File: config.mk
export PLATFORM = sky130hd
export DESIGN_NAME = dual_pulse_counter
export DESIGN_NICKNAME = d
export VERILOG_FILES = /design/src/shared/pulse_counter_pkg.sv /design/src/hdl/pulse_counter_unit.sv /design/src/hdl/dual_pulse_counter.sv
export VERILOG_INCLUDE_DIRS = /design/src /design/src/shared
export SDC_FILE = /design/constraint.sdc
export NUM_CORES = 1
export LEC_CHECK = 0
export ABC_CLOCK_PERIOD_IN_PS = 3000
export BUFFER_PORTS_ARGS = -buffer_cell sky130_fd_sc_hd__clkbuf_2
export CAP_MARGIN = 20
export CORE_MARGIN = 2
export CORE_UTILIZATION = 26
export CTS_CLUSTER_SIZE = 16
export DETAILED_ROUTE_END_ITERATION = 16
export PLACE_DENSITY = 0.47
export SLEW_MARGIN = 20
export SYNTH_ARGS = -nofsm -noshare
export SYNTH_HDL_FRONTEND = slang
export SYNTH_SLANG_ARGS = --single-unit
export TNS_END_PERCENT = 1
File: constraint.sdc
create_clock -name core_clk_in -period 3 [get_ports core_clk_in]
set_input_delay 0.15 -clock core_clk_in [delete_from_list [all_inputs] [get_ports core_clk_in]]
set_output_delay 0.15 -clock core_clk_in [all_outputs]
set_load 0.01 [all_outputs]
File: src/shared/pulse_counter_map.svh
// Register offsets, field positions, reset values and timing counts of the pulse counters
`ifndef PULSE_COUNTER_MAP_SVH
`define PULSE_COUNTER_MAP_SVH

// Word addresses on the Avalon bus; each register one 32-bit word
// Bus address equals register offset, so the 8-bit address reaches every register
`define PC_ADDR_WIDTH 8
`define PC_CONTROL_IDX 8'h40
`define PC_CNT1_LO_IDX 8'h41
`define PC_CNT1_HI_IDX 8'h42
`define PC_CNT2_LO_IDX 8'h43
`define PC_CNT2_HI_IDX 8'h44
`define PC_IRQ_STATUS_IDX 8'h45
`define PC_IRQ_MASK_IDX 8'h46
`define PC_CONTROL_ADDR `PC_CONTROL_IDX
`define PC_CNT1_LO_ADDR `PC_CNT1_LO_IDX
`define PC_CNT1_HI_ADDR `PC_CNT1_HI_IDX
`define PC_CNT2_LO_ADDR `PC_CNT2_LO_IDX
`define PC_CNT2_HI_ADDR `PC_CNT2_HI_IDX
`define PC_IRQ_STATUS_ADDR `PC_IRQ_STATUS_IDX
`define PC_IRQ_MASK_ADDR `PC_IRQ_MASK_IDX

// Control register fields
`define PC_BIT_ENABLE_ONE 7
`define PC_BIT_IRQ_EN_ONE 6
`define PC_BIT_FLAG_ONE 4
`define PC_BIT_ENABLE_TWO 3
`define PC_BIT_IRQ_EN_TWO 2
`define PC_BIT_FLAG_TWO 0
`define PC_CONTROL_RW_MASK 8'hDD
`define PC_CONTROL_RESET 8'h00
`define PC_COUNTER_RESET 16'h0000
`define PC_COUNTER_MAX 16'hFFFF

// Interrupt status/mask fields: bit 0 overflow one, bit 1 overflow two
`define PC_IRQ_BITS 2
`define PC_IRQ_RESET 2'h0

// Timing: input rate limit and read-window pulse figure
`define PC_CLK_MHZ 100
`define PC_MAX_RATE_MHZ 1
`define PC_MIN_PERIOD_CYCLES (`PC_CLK_MHZ / `PC_MAX_RATE_MHZ)
`define PC_READ_EXTRA_NS 500
`define PC_READ_EXTRA_CYCLES ((`PC_READ_EXTRA_NS * `PC_CLK_MHZ + 999) / 1000)

`endif

File: src/shared/pulse_counter_pkg.sv
// Types shared by the pulse counter design
package pulse_counter_pkg;
	typedef struct packed {
		logic write;
		logic read;
		logic [7:0] byte_addr;
		logic [31:0] wdata;
	} bus_req_type;

	typedef struct packed {
		logic load_lo;
		logic load_hi;
		logic [7:0] wdata;
		logic enable;
	} counter_ctl_type;

	typedef enum logic [1:0] {
		BUS_IDLE = 2'b00,
		BUS_ANSWER = 2'b01,
		BUS_RELEASE = 2'b11
	} bus_state_type;
endpackage

File: src/hdl/pulse_counter_unit.sv
// One 16-bit pulse counter with edge detect, byte load and overflow pulse
`timescale 1ns/1ps
`include "pulse_counter_map.svh"
module pulse_counter_unit
	import pulse_counter_pkg::*;
(
	input wire logic core_clk_in, // System clock
	input wire logic reset_n_in, // Synchronous reset, active low
	input wire logic pulse_in, // Synchronised count input
	input wire counter_ctl_type ctl_in, // Enable and byte loads
	output logic [15:0] count_out, // Current count
	output logic overflow_out // One-cycle pulse on roll-over while armed
);
	typedef struct packed {
		logic last;
		logic [15:0] count;
		logic armed;
		logic overflow;
	} unit_state_type;

	unit_state_type s_r;
	unit_state_type s_nxt;

	always_comb begin
		s_nxt = s_r;
		s_nxt.last = pulse_in;
		s_nxt.overflow = 1'b0;
		if (ctl_in.load_lo || ctl_in.load_hi) begin
			// Write wins over a coinciding edge; that event is lost
			if (ctl_in.load_lo) begin
				s_nxt.count[7:0] = ctl_in.wdata;
			end
			if (ctl_in.load_hi) begin
				s_nxt.count[15:8] = ctl_in.wdata;
			end
			// Loads keep the arm state: zero by roll-over or reset stays disarmed
		end else if (ctl_in.enable && s_r.last && !pulse_in) begin
			s_nxt.count = s_r.count + 16'h0001;
			// A wrap disarms, any other count arms
			s_nxt.armed = (s_r.count != `PC_COUNTER_MAX);
			if (s_r.count == `PC_COUNTER_MAX) begin
				s_nxt.overflow = s_r.armed;
			end
		end
	end

	always_ff @(posedge core_clk_in) begin
		if (!reset_n_in) begin
			s_r <= '{last: 1'b0, count: `PC_COUNTER_RESET, armed: 1'b0, overflow: 1'b0};
		end else begin
			s_r <= s_nxt;
		end
	end

	assign count_out = s_r.count;
	assign overflow_out = s_r.overflow;
endmodule

File: src/hdl/dual_pulse_counter.sv
// Two 16-bit falling-edge pulse counters with control register and Avalon-MM slave
//
// The implementer's own choice: the Avalon-MM register port.
`timescale 1ns/1ps
`include "pulse_counter_map.svh"
module dual_pulse_counter
	import pulse_counter_pkg::*;
(
	input wire logic core_clk_in, // 100 MHz system clock
	input wire logic reset_n_in, // Synchronous reset, active low
	input wire logic pulse_input_one_in, // Count input one, async pin
	input wire logic pulse_input_two_in, // Count input two, async pin
	input wire logic [7:0] avs_address_in, // Word address, one per register
	input wire logic avs_read_in, // Read request
	input wire logic avs_write_in, // Write request
	input wire logic [31:0] avs_writedata_in, // Write data
	input wire logic [3:0] avs_byteenable_in, // Byte enables
	output logic [31:0] avs_readdata_out, // Read data
	output logic avs_waitrequest_out, // Stall until answer
	output logic [1:0] avs_response_out, // 00 okay, 10 slave error
	output logic external_interrupt_line_out, // Overflow request line, active high
	output logic irq_out // Masked level interrupt
);
	// ==========================================================
	// State
	typedef struct packed {
		logic [1:0] sync_one;
		logic [1:0] sync_two;
		logic [7:0] control;
		logic [1:0] irq_status;
		logic [1:0] irq_mask;
		bus_state_type bus_state;
		logic [31:0] readdata;
		logic [1:0] response;
		logic waitrequest;
		logic ext_line;
		logic irq;
	} top_state_type;

	top_state_type s_r;
	top_state_type s_nxt;
	bus_req_type req;
	counter_ctl_type ctl_one;
	counter_ctl_type ctl_two;
	logic [15:0] count_one;
	logic [15:0] count_two;
	logic ovf_one;
	logic ovf_two;
	logic take;
	logic wr_lane0;
	logic [7:0] wbyte;

	// ==========================================================
	// Request decode
	always_comb begin
		req.write = avs_write_in;
		req.read = avs_read_in;
		req.byte_addr = avs_address_in;
		req.wdata = avs_writedata_in;
	end

	// A write is acted on once, at the edge that ends the cycle with waitrequest low
	assign take = (s_r.bus_state == BUS_ANSWER);
	assign wr_lane0 = take && req.write && avs_byteenable_in[0];
	assign wbyte = req.wdata[7:0];

	always_comb begin
		ctl_one = '0;
		ctl_two = '0;
		ctl_one.enable = s_r.control[`PC_BIT_ENABLE_ONE];
		ctl_two.enable = s_r.control[`PC_BIT_ENABLE_TWO];
		ctl_one.wdata = wbyte;
		ctl_two.wdata = wbyte;
		ctl_one.load_lo = wr_lane0 && (req.byte_addr == 8'(`PC_CNT1_LO_ADDR));
		ctl_one.load_hi = wr_lane0 && (req.byte_addr == 8'(`PC_CNT1_HI_ADDR));
		ctl_two.load_lo = wr_lane0 && (req.byte_addr == 8'(`PC_CNT2_LO_ADDR));
		ctl_two.load_hi = wr_lane0 && (req.byte_addr == 8'(`PC_CNT2_HI_ADDR));
	end

	// ==========================================================
	// Counters; reads never stall counting, so no event is lost then
	pulse_counter_unit counter_one (
		.core_clk_in(core_clk_in),
		.reset_n_in(reset_n_in),
		.pulse_in(s_r.sync_one[1]),
		.ctl_in(ctl_one),
		.count_out(count_one),
		.overflow_out(ovf_one)
	);

	pulse_counter_unit counter_two (
		.core_clk_in(core_clk_in),
		.reset_n_in(reset_n_in),
		.pulse_in(s_r.sync_two[1]),
		.ctl_in(ctl_two),
		.count_out(count_two),
		.overflow_out(ovf_two)
	);

	// ==========================================================
	// Next state
	always_comb begin
		logic [7:0] ctl_v;
		logic [1:0] stat_v;
		logic hit;
		ctl_v = s_r.control;
		stat_v = s_r.irq_status;
		hit = 1'b1;
		s_nxt = s_r;
		// No power-mode input gates anything here: the synchronisers never pause
		s_nxt.sync_one = {s_r.sync_one[0], pulse_input_one_in};
		s_nxt.sync_two = {s_r.sync_two[0], pulse_input_two_in};

		// Bus handshake: one wait cycle, answer, then release
		case (s_r.bus_state)
			BUS_IDLE: begin
				s_nxt.waitrequest = 1'b1;
				if (req.read || req.write) begin
					s_nxt.bus_state = BUS_ANSWER;
					s_nxt.waitrequest = 1'b0;
				end
			end
			BUS_ANSWER: begin
				s_nxt.bus_state = BUS_RELEASE;
				s_nxt.waitrequest = 1'b1;
			end
			BUS_RELEASE: begin
				s_nxt.bus_state = BUS_IDLE;
				s_nxt.waitrequest = 1'b1;
			end
			default: begin
				s_nxt.bus_state = BUS_IDLE;
				s_nxt.waitrequest = 1'b1;
			end
		endcase

		s_nxt.readdata = 32'h0000_0000;
		s_nxt.response = 2'b00;
		if (s_r.bus_state == BUS_IDLE && (req.read || req.write)) begin
			case (req.byte_addr)
				8'(`PC_CONTROL_ADDR): s_nxt.readdata = {24'h000000, s_r.control};
				8'(`PC_CNT1_LO_ADDR): s_nxt.readdata = {24'h000000, count_one[7:0]};
				8'(`PC_CNT1_HI_ADDR): s_nxt.readdata = {24'h000000, count_one[15:8]};
				8'(`PC_CNT2_LO_ADDR): s_nxt.readdata = {24'h000000, count_two[7:0]};
				8'(`PC_CNT2_HI_ADDR): s_nxt.readdata = {24'h000000, count_two[15:8]};
				8'(`PC_IRQ_STATUS_ADDR): s_nxt.readdata = {30'h0, s_r.irq_status};
				8'(`PC_IRQ_MASK_ADDR): s_nxt.readdata = {30'h0, s_r.irq_mask};
				default: hit = 1'b0;
			endcase
			if (!hit) begin
				s_nxt.response = 2'b10;
			end
		end
		// Read data and response stand only in the answer cycle, zero otherwise

		// Software writes to control; unused bits stay zero
		if (wr_lane0 && req.byte_addr == 8'(`PC_CONTROL_ADDR)) begin
			ctl_v = wbyte & `PC_CONTROL_RW_MASK;
		end
		// Hardware sets flags after the write so a set wins over a clear
		if (ovf_one && s_r.control[`PC_BIT_IRQ_EN_ONE]) begin
			ctl_v[`PC_BIT_FLAG_ONE] = 1'b1;
		end
		if (ovf_two && s_r.control[`PC_BIT_IRQ_EN_TWO]) begin
			ctl_v[`PC_BIT_FLAG_TWO] = 1'b1;
		end
		s_nxt.control = ctl_v;

		// Sticky status of overflow events, write one to clear
		if (wr_lane0 && req.byte_addr == 8'(`PC_IRQ_STATUS_ADDR)) begin
			stat_v = stat_v & ~wbyte[1:0];
		end
		if (wr_lane0 && req.byte_addr == 8'(`PC_IRQ_MASK_ADDR)) begin
			s_nxt.irq_mask = wbyte[1:0];
		end
		stat_v = stat_v | {ovf_two, ovf_one};
		s_nxt.irq_status = stat_v;

		// Flag drives line only with its enable bit; line is wired OR
		s_nxt.ext_line = (ctl_v[`PC_BIT_FLAG_ONE] && ctl_v[`PC_BIT_IRQ_EN_ONE])
			|| (ctl_v[`PC_BIT_FLAG_TWO] && ctl_v[`PC_BIT_IRQ_EN_TWO]);
		s_nxt.irq = |(stat_v & s_nxt.irq_mask);
	end

	// ==========================================================
	// Registers
	always_ff @(posedge core_clk_in) begin
		if (!reset_n_in) begin
			s_r <= '{sync_one: 2'h0, sync_two: 2'h0, control: `PC_CONTROL_RESET,
				irq_status: `PC_IRQ_RESET, irq_mask: `PC_IRQ_RESET, bus_state: BUS_IDLE,
				readdata: 32'h0000_0000, response: 2'h0, waitrequest: 1'b1,
				ext_line: 1'b0, irq: 1'b0};
		end else begin
			s_r <= s_nxt;
		end
	end

	assign avs_readdata_out = s_r.readdata;
	assign avs_waitrequest_out = s_r.waitrequest;
	assign avs_response_out = s_r.response;
	assign external_interrupt_line_out = s_r.ext_line;
	assign irq_out = s_r.irq;
endmodule

==> flow_summary_export.csv, run 1 <==
group,metric,value,unit
clock_tree,clockBufferDepth,2,
floorplan,num_rows,45,
sta,hold_viol_final,0,
route,vias,3780,
worst_setup_path,cp_slowest_cell,"or4_4",
min_path,hold_class,"in2reg",
synth,synth_most_common_cell,"dfxtp_1",
worst_setup_path,critPathBufInv,0,
synth,ys_seq_area_frac,0.3350,
sta,relSlewSlack,0.3845,
floorplan,coreArea,15030,um^2
synth,synth_compound_area_frac,0.2100,
global_route,grt_max_degree,49,
floorplan,die-height,127.2,um
global_route,overflow,0,
place,post-place-cells,682,
clock_tree,clockRootBuffer,"clkbuf_16",
synth,yosysUniqueCellTypes,70,
layout,stdcell_count,696,
synth,synth-async-reset-ratio,0,
route,drt-total-wl,12450,um
clock_tree,h-tree-depth,3,
worst_setup_path,startpoint_type,"flip-flop",
worst_setup_path,required,3.23,ns
synth,synthXorXnorAreaFrac,0.01332,
floorplan,num_io_pins,87,
sta,finalWorstSetupSlack,0.4697,ns
sta,skew,0.005486,ns
synth,ys_ff_latch,66,
worst_setup_path,cp.arrival,2.76,ns
clock_tree,insertion_delay,0.34,ns
clock_tree,cts.clk_slew.worst_paths,0.05,ns
synth,yosys.area_share.simple,0.2716,
worst_setup_path,cp_top_family,"simple AND/OR/NAND/NOR gates",
place,dp_hpwl,9173,um
power,pwr_density_cell,463.6,nW/um^2
layout,nNetsFinal,557,
synth,synth_top_cell_by_area,"dfxtp_1",
worst_setup_path,cp_max_fo,8,
floorplan,die_w,127.2,um
route,ant_nets,0,
clock_tree,clock_sinks,66,
route,routedWlPerCell,17.89,um
place,place.gp.congestion,0.8541,
synth,synth.area.mux_share,0.06060,
layout,antenna_cells,0,
sta,rsz0062_at_grt,"no",
floorplan,start_util,0.2623,
layout,drive_gt1_frac,0.1693,
route,drtPass1Iterations,5,
synth,synth_edf_count,0,
flow_run,maxCapViolCount,0,
sta,worst_pin_slew,0.9199,ns
global_route,grt_pass1_wl,19530,um
sta,finalCritPeriodShare,0.8434,
route,drc,0,
synth,synthTopCellsByArea,"dfxtp_1, buf_4, nand2_1",
place,dp_slack,0.4266,ns
global_route,antenna_found_initial,0,
synth,yosysTopAreaCellShare,0.3350,
layout,area_growth,13.61,%
floorplan,dieArea,16170,um^2
synth,synth_area,3944,um^2
worst_setup_path,cp_cell_sequence,"nand4b_2 -> or4_4 -> a211oi_1 -> o2111ai_1 -> and3_1",
clock_tree,cts_buffers,9,
worst_setup_path,critPathMaxStageDelay,0.66,ns
synth,synthFlopType,"dfxtp_1",
route,via_per_inst,5.431,
place,portBuffers,34,
worst_setup_path,worstSetupPathType,"reg2reg",
run_status,outcome,"finished clean",
clock_tree,postCtsSetupBuffers,0,
sta,fmax,0.3952,GHz
synth,netlist_top_cells_count,"dfxtp_1, nand2_1, nor2_1",
global_route,grt_pass1_vias,3477,
sta,final_max_slew_viol_count,0,
synth,syn_area_per_cell,8.165,um^2
synth,synth_top_family_by_area,"simple AND/OR/NAND/NOR gates",
clock_tree,tritoncts,"built",
power,p_leak,1.620,nW
sta,finalCriticalPeriod,2.530,ns
clock_tree,ctsHoldBuffers,0,
synth,synth_cells,483,
synth,synth_fa_ha_area_frac,0.006345,
sta,setup_viol,0,
clock_tree,cts-resized-gates,0,
global_route,track_usage,0.1558,
synth,yosysWarnings,0,
power,ir_drop,250.7,uV
route,drt_iter0_markers,455,
sta,tns,0,ns
worst_setup_path,end_kind,"flip-flop",
## sequential cells by signal, summed over array words and instances, names as in the netlist
register / cells
counter_one.count_out: 16
counter_two.count_out: 16
s_r: 12
avs_readdata_out: 8
counter_one.s_r: 2
counter_two.s_r: 2
s_nxt: 2
avs_response_out: 1
avs_waitrequest_out: 1
counter_one.overflow_out: 1
counter_two.overflow_out: 1
ctl_one: 1
ctl_two: 1
external_interrupt_line_out: 1
irq_out: 1
## worst paths after layout
kind	start	end	slack (ns)	cells after the start
worst max-delay path	s_r[38]$_SDFFE_PN0P_	counter_two.count_out[2]$_SDFFE_PN0P_	0.47	5
worst min-delay path	pulse_input_two_in	s_nxt[52]$_SDFF_PN0_	0.03	2
worst max register to register	s_r[38]$_SDFFE_PN0P_	counter_two.count_out[2]$_SDFFE_PN0P_	0.47	5
worst min register to register	s_nxt[52]$_SDFF_PN0_	s_r[52]$_SDFF_PN0_	0.43	1
## stage by stage
step | utilization | hold WS [ns] | instance area (um^2) | total power, W
6_report | 0.2980 | 0.02839 | 4481 | 0.002077
4_1_cts | 0.2980 | 0.03120 | 4481 | 0.002091
2_1_floorplan | - | 0.2773 | 4034 | 0.001004
5_1_grt | 0.2980 | 0.03298 | 4481 | 0.002150
3_5_place_dp | 0.2786 | 0.3810 | 4188 | 0.001032
3_3_place_gp | 0.2786 | 0.3758 | 4188 | 0.001031
## cells in the final DEF (no fill, tap or decap), types with 12 or more instances in the layout
cell type / instances
nor2_1: 44
o21ai_0: 13
nor3_1: 13
conb_1: 25
buf_4: 12
a21oi_1: 29
clkbuf_2: 34
nand2_1: 47
dfxtp_1: 66
nand3_1: 31
inv_1: 12
## where the power goes
group          switching, W  internal [W]
logic             0.0000909     0.0000351
clock network      0.000388      0.000676
registers        0.00000332      0.000885
## per-layer routing
layer,track usage,share of wire,vias to the layer above
li1,-,-,1789
met1,0.2064,0.46,1814
met2,0.2460,0.45,149
met3,0.02973,0.058,28
met4,0.07175,0.031,0
met5,0,0,-
## logic make-up (layout without fill, tap and decap cells)
logic type,count (synthesis),after routing
mux,17,17
buf+inv,72,73
simple gates,203,203
flops,66,66
other cells,1,25
fa+ha+maj,2,2
xor+xnor,6,6
compound gates,116,116
## final cells by class
| class | count | area, um^2 |
|---|---|---|
| well taps | 188 | 235.2 |
| multi-input cells | 369 | 2322 |
| repair buffers | 46 | 260.3 |
| inverters | 13 | 48.80 |
| fillers | 1572 | 10550 |
| flip-flops and latches | 66 | 1321 |
| clock inverters | 3 | 40.04 |
| clock buffers | 11 | 252.7 |
## worst register-to-register path, cell delays in order, from the launching register on
cell       delay (ns)
dfxtp_1          0.31
nand4b_2         0.41
or4_4            0.66
a211oi_1         0.64
o2111ai_1        0.20
and3_1           0.20
(Power assumes the default switching activity.)
==> run 2: changes to the inputs <==
Settings changed: ABC_CLOCK_PERIOD_IN_PS 3000 to 2600.
Clock period 3 ns to 2.6 ns, I/O delays scaled along.
==> flow_summary_export.csv, run 2 (synthesis gave the netlist of run 1 again) <==
group,metric,value,unit
floorplan,num_io_pins,87,
layout,nNetsFinal,566,
route,drt_iter0_markers,309,
clock_tree,cts-resized-gates,0,
global_route,grt_pass1_wl,19780,um
clock_tree,h-tree-depth,3,
run_status,outcome,"finished clean",
clock_tree,clockRootBuffer,"clkbuf_16",
place,placed_area,4260,um^2
sta,finalCritPeriodShare,0.8540,
route,vias,3831,
power,ir_drop,376.1,uV
min_path,hold_class,"in2reg",
route,met1_length,5875,um
global_route,overflow,0,
sta,setup_viol,0,
global_route,grt_pass1_vias,3502,
worst_setup_path,cp.arrival,2.45,ns
worst_setup_path,cp_max_fo,9,
layout,final_area,4591,um^2
route,wl_met3,822,um
layout,drive_gt1_frac,0.1830,
floorplan,num_rows,45,
sta,worst_pin_slew,1.015,ns
sta,finalWorstSetupSlack,0.3796,ns
global_route,track_usage,0.1577,
sta,finalCriticalPeriod,2.220,ns
layout,final_cell_mix,"dfxtp_1, nand2_1, nor2_1, clkbuf_2, nand3_1",
worst_setup_path,startpoint_type,"flip-flop",
floorplan,coreArea,15030,um^2
route,drc,0,
place,dp_hpwl,9284,um
layout,antenna_cells,0,
power,pwr_density_cell,546.6,nW/um^2
global_route,grt_max_degree,25,
layout,area_growth,16.40,%
route,routedWlPerCell,18.13,um
layout,final_util,0.3054,
floorplan,start_util,0.2623,
place,dp_slack,0.2262,ns
floorplan,die_w,127.2,um
place,place.gp.congestion,0.8893,
sta,relSlewSlack,0.3209,
floorplan,dieArea,16170,um^2
clock_tree,clock_sinks,66,
layout,layout.cells.most_common,"dfxtp_1",
route,via_per_inst,5.419,
layout,fill_cells,1571,
layout,multi_input_area,2322,um^2
route,ant_nets,0,
clock_tree,cts.clk_slew.worst_paths,0.06,ns
route,drt-total-wl,12820,um
sta,rsz0062_at_grt,"no",
layout,regArea,1321,um^2
route,highest_layer,"met4",
sta,tns,0,ns
clock_tree,cts_buffers,9,
clock_tree,insertion_delay,0.34,ns
worst_setup_path,required,2.83,ns
sta,final_max_slew_viol_count,0,
global_route,antenna_found_initial,0,
sta,hold_viol_final,0,
route,wl_met2,5778,um
clock_tree,tritoncts,"built",
flow_run,maxCapViolCount,0,
place,portBuffers,34,
floorplan,die-height,127.2,um
sta,fmax,0.4504,GHz
clock_tree,clockBufferDepth,2,
route,drtPass1Iterations,5,
power,p_leak,1.675,nW
sta,skew,0.005010,ns
worst_setup_path,worstSetupPathType,"reg2reg",
worst_setup_path,end_kind,"flip-flop",
-- run 2: timing repair --
item,CTS,global route
buffers inserted,0,0
endpoints found under the hold margin,1,0
hold buffers,1,0
-- run 2: per-layer routing --
layer	global-route usage	up-vias
met5	0	-
met4	0.05688	0
met3	0.03685	26
met2	0.2505	172
met1	0.2100	1821
li1	-	1812
-- run 2: final timing paths --
check / from / end / slack (ns) / cells past startpoint
worst max-delay path: s_r[38]$_SDFFE_PN0P_ / counter_one.count_out[9]$_SDFFE_PN0P_ / 0.38 / 6
worst min-delay path: pulse_input_two_in / s_nxt[52]$_SDFF_PN0_ / 0.004 / 2
worst max register to register: s_r[38]$_SDFFE_PN0P_ / counter_one.count_out[9]$_SDFFE_PN0P_ / 0.38 / 6
worst min register to register: s_nxt[52]$_SDFF_PN0_ / s_r[52]$_SDFF_PN0_ / 0.43 / 1
-- run 2: power breakdown --
part	switching, W	internal, W
sequential	0.00000384	0.00102
clock	0.000471	0.000863
combinational	0.000108	0.0000435
-- run 2: through the flow --
step | hold WS [ns] | std cells | power [W]
CTS | 0.0008301 | 707 | 0.002524
global placement | 0.3552 | 690 | 0.001195
global route | 0.03149 | 707 | 0.002580
finish | 0.003762 | 707 | 0.002509
detailed placement | 0.3514 | 690 | 0.001195
floorplan | 0.2573 | 507 | 0.001159
-- run 2: worst max-delay path: stages, from the launching register on --
cell	delay [ns]
dfxtp_1	0.31
nand4b_2	0.33
buf_4	0.26
nor4_2	0.45
o211a_1	0.40
o32ai_1	0.15
a31o_2	0.22
-- run 2: area by class of cell --
type | instances | area share
multi-input cells | 369 | 0.5059
flip-flops and latches | 66 | 0.2878
repair buffers | 55 | 0.07468
clock buffers | 11 | 0.05288
well taps | 188 | 0.05124
clock inverters | 5 | 0.01690
inverters | 13 | 0.01063
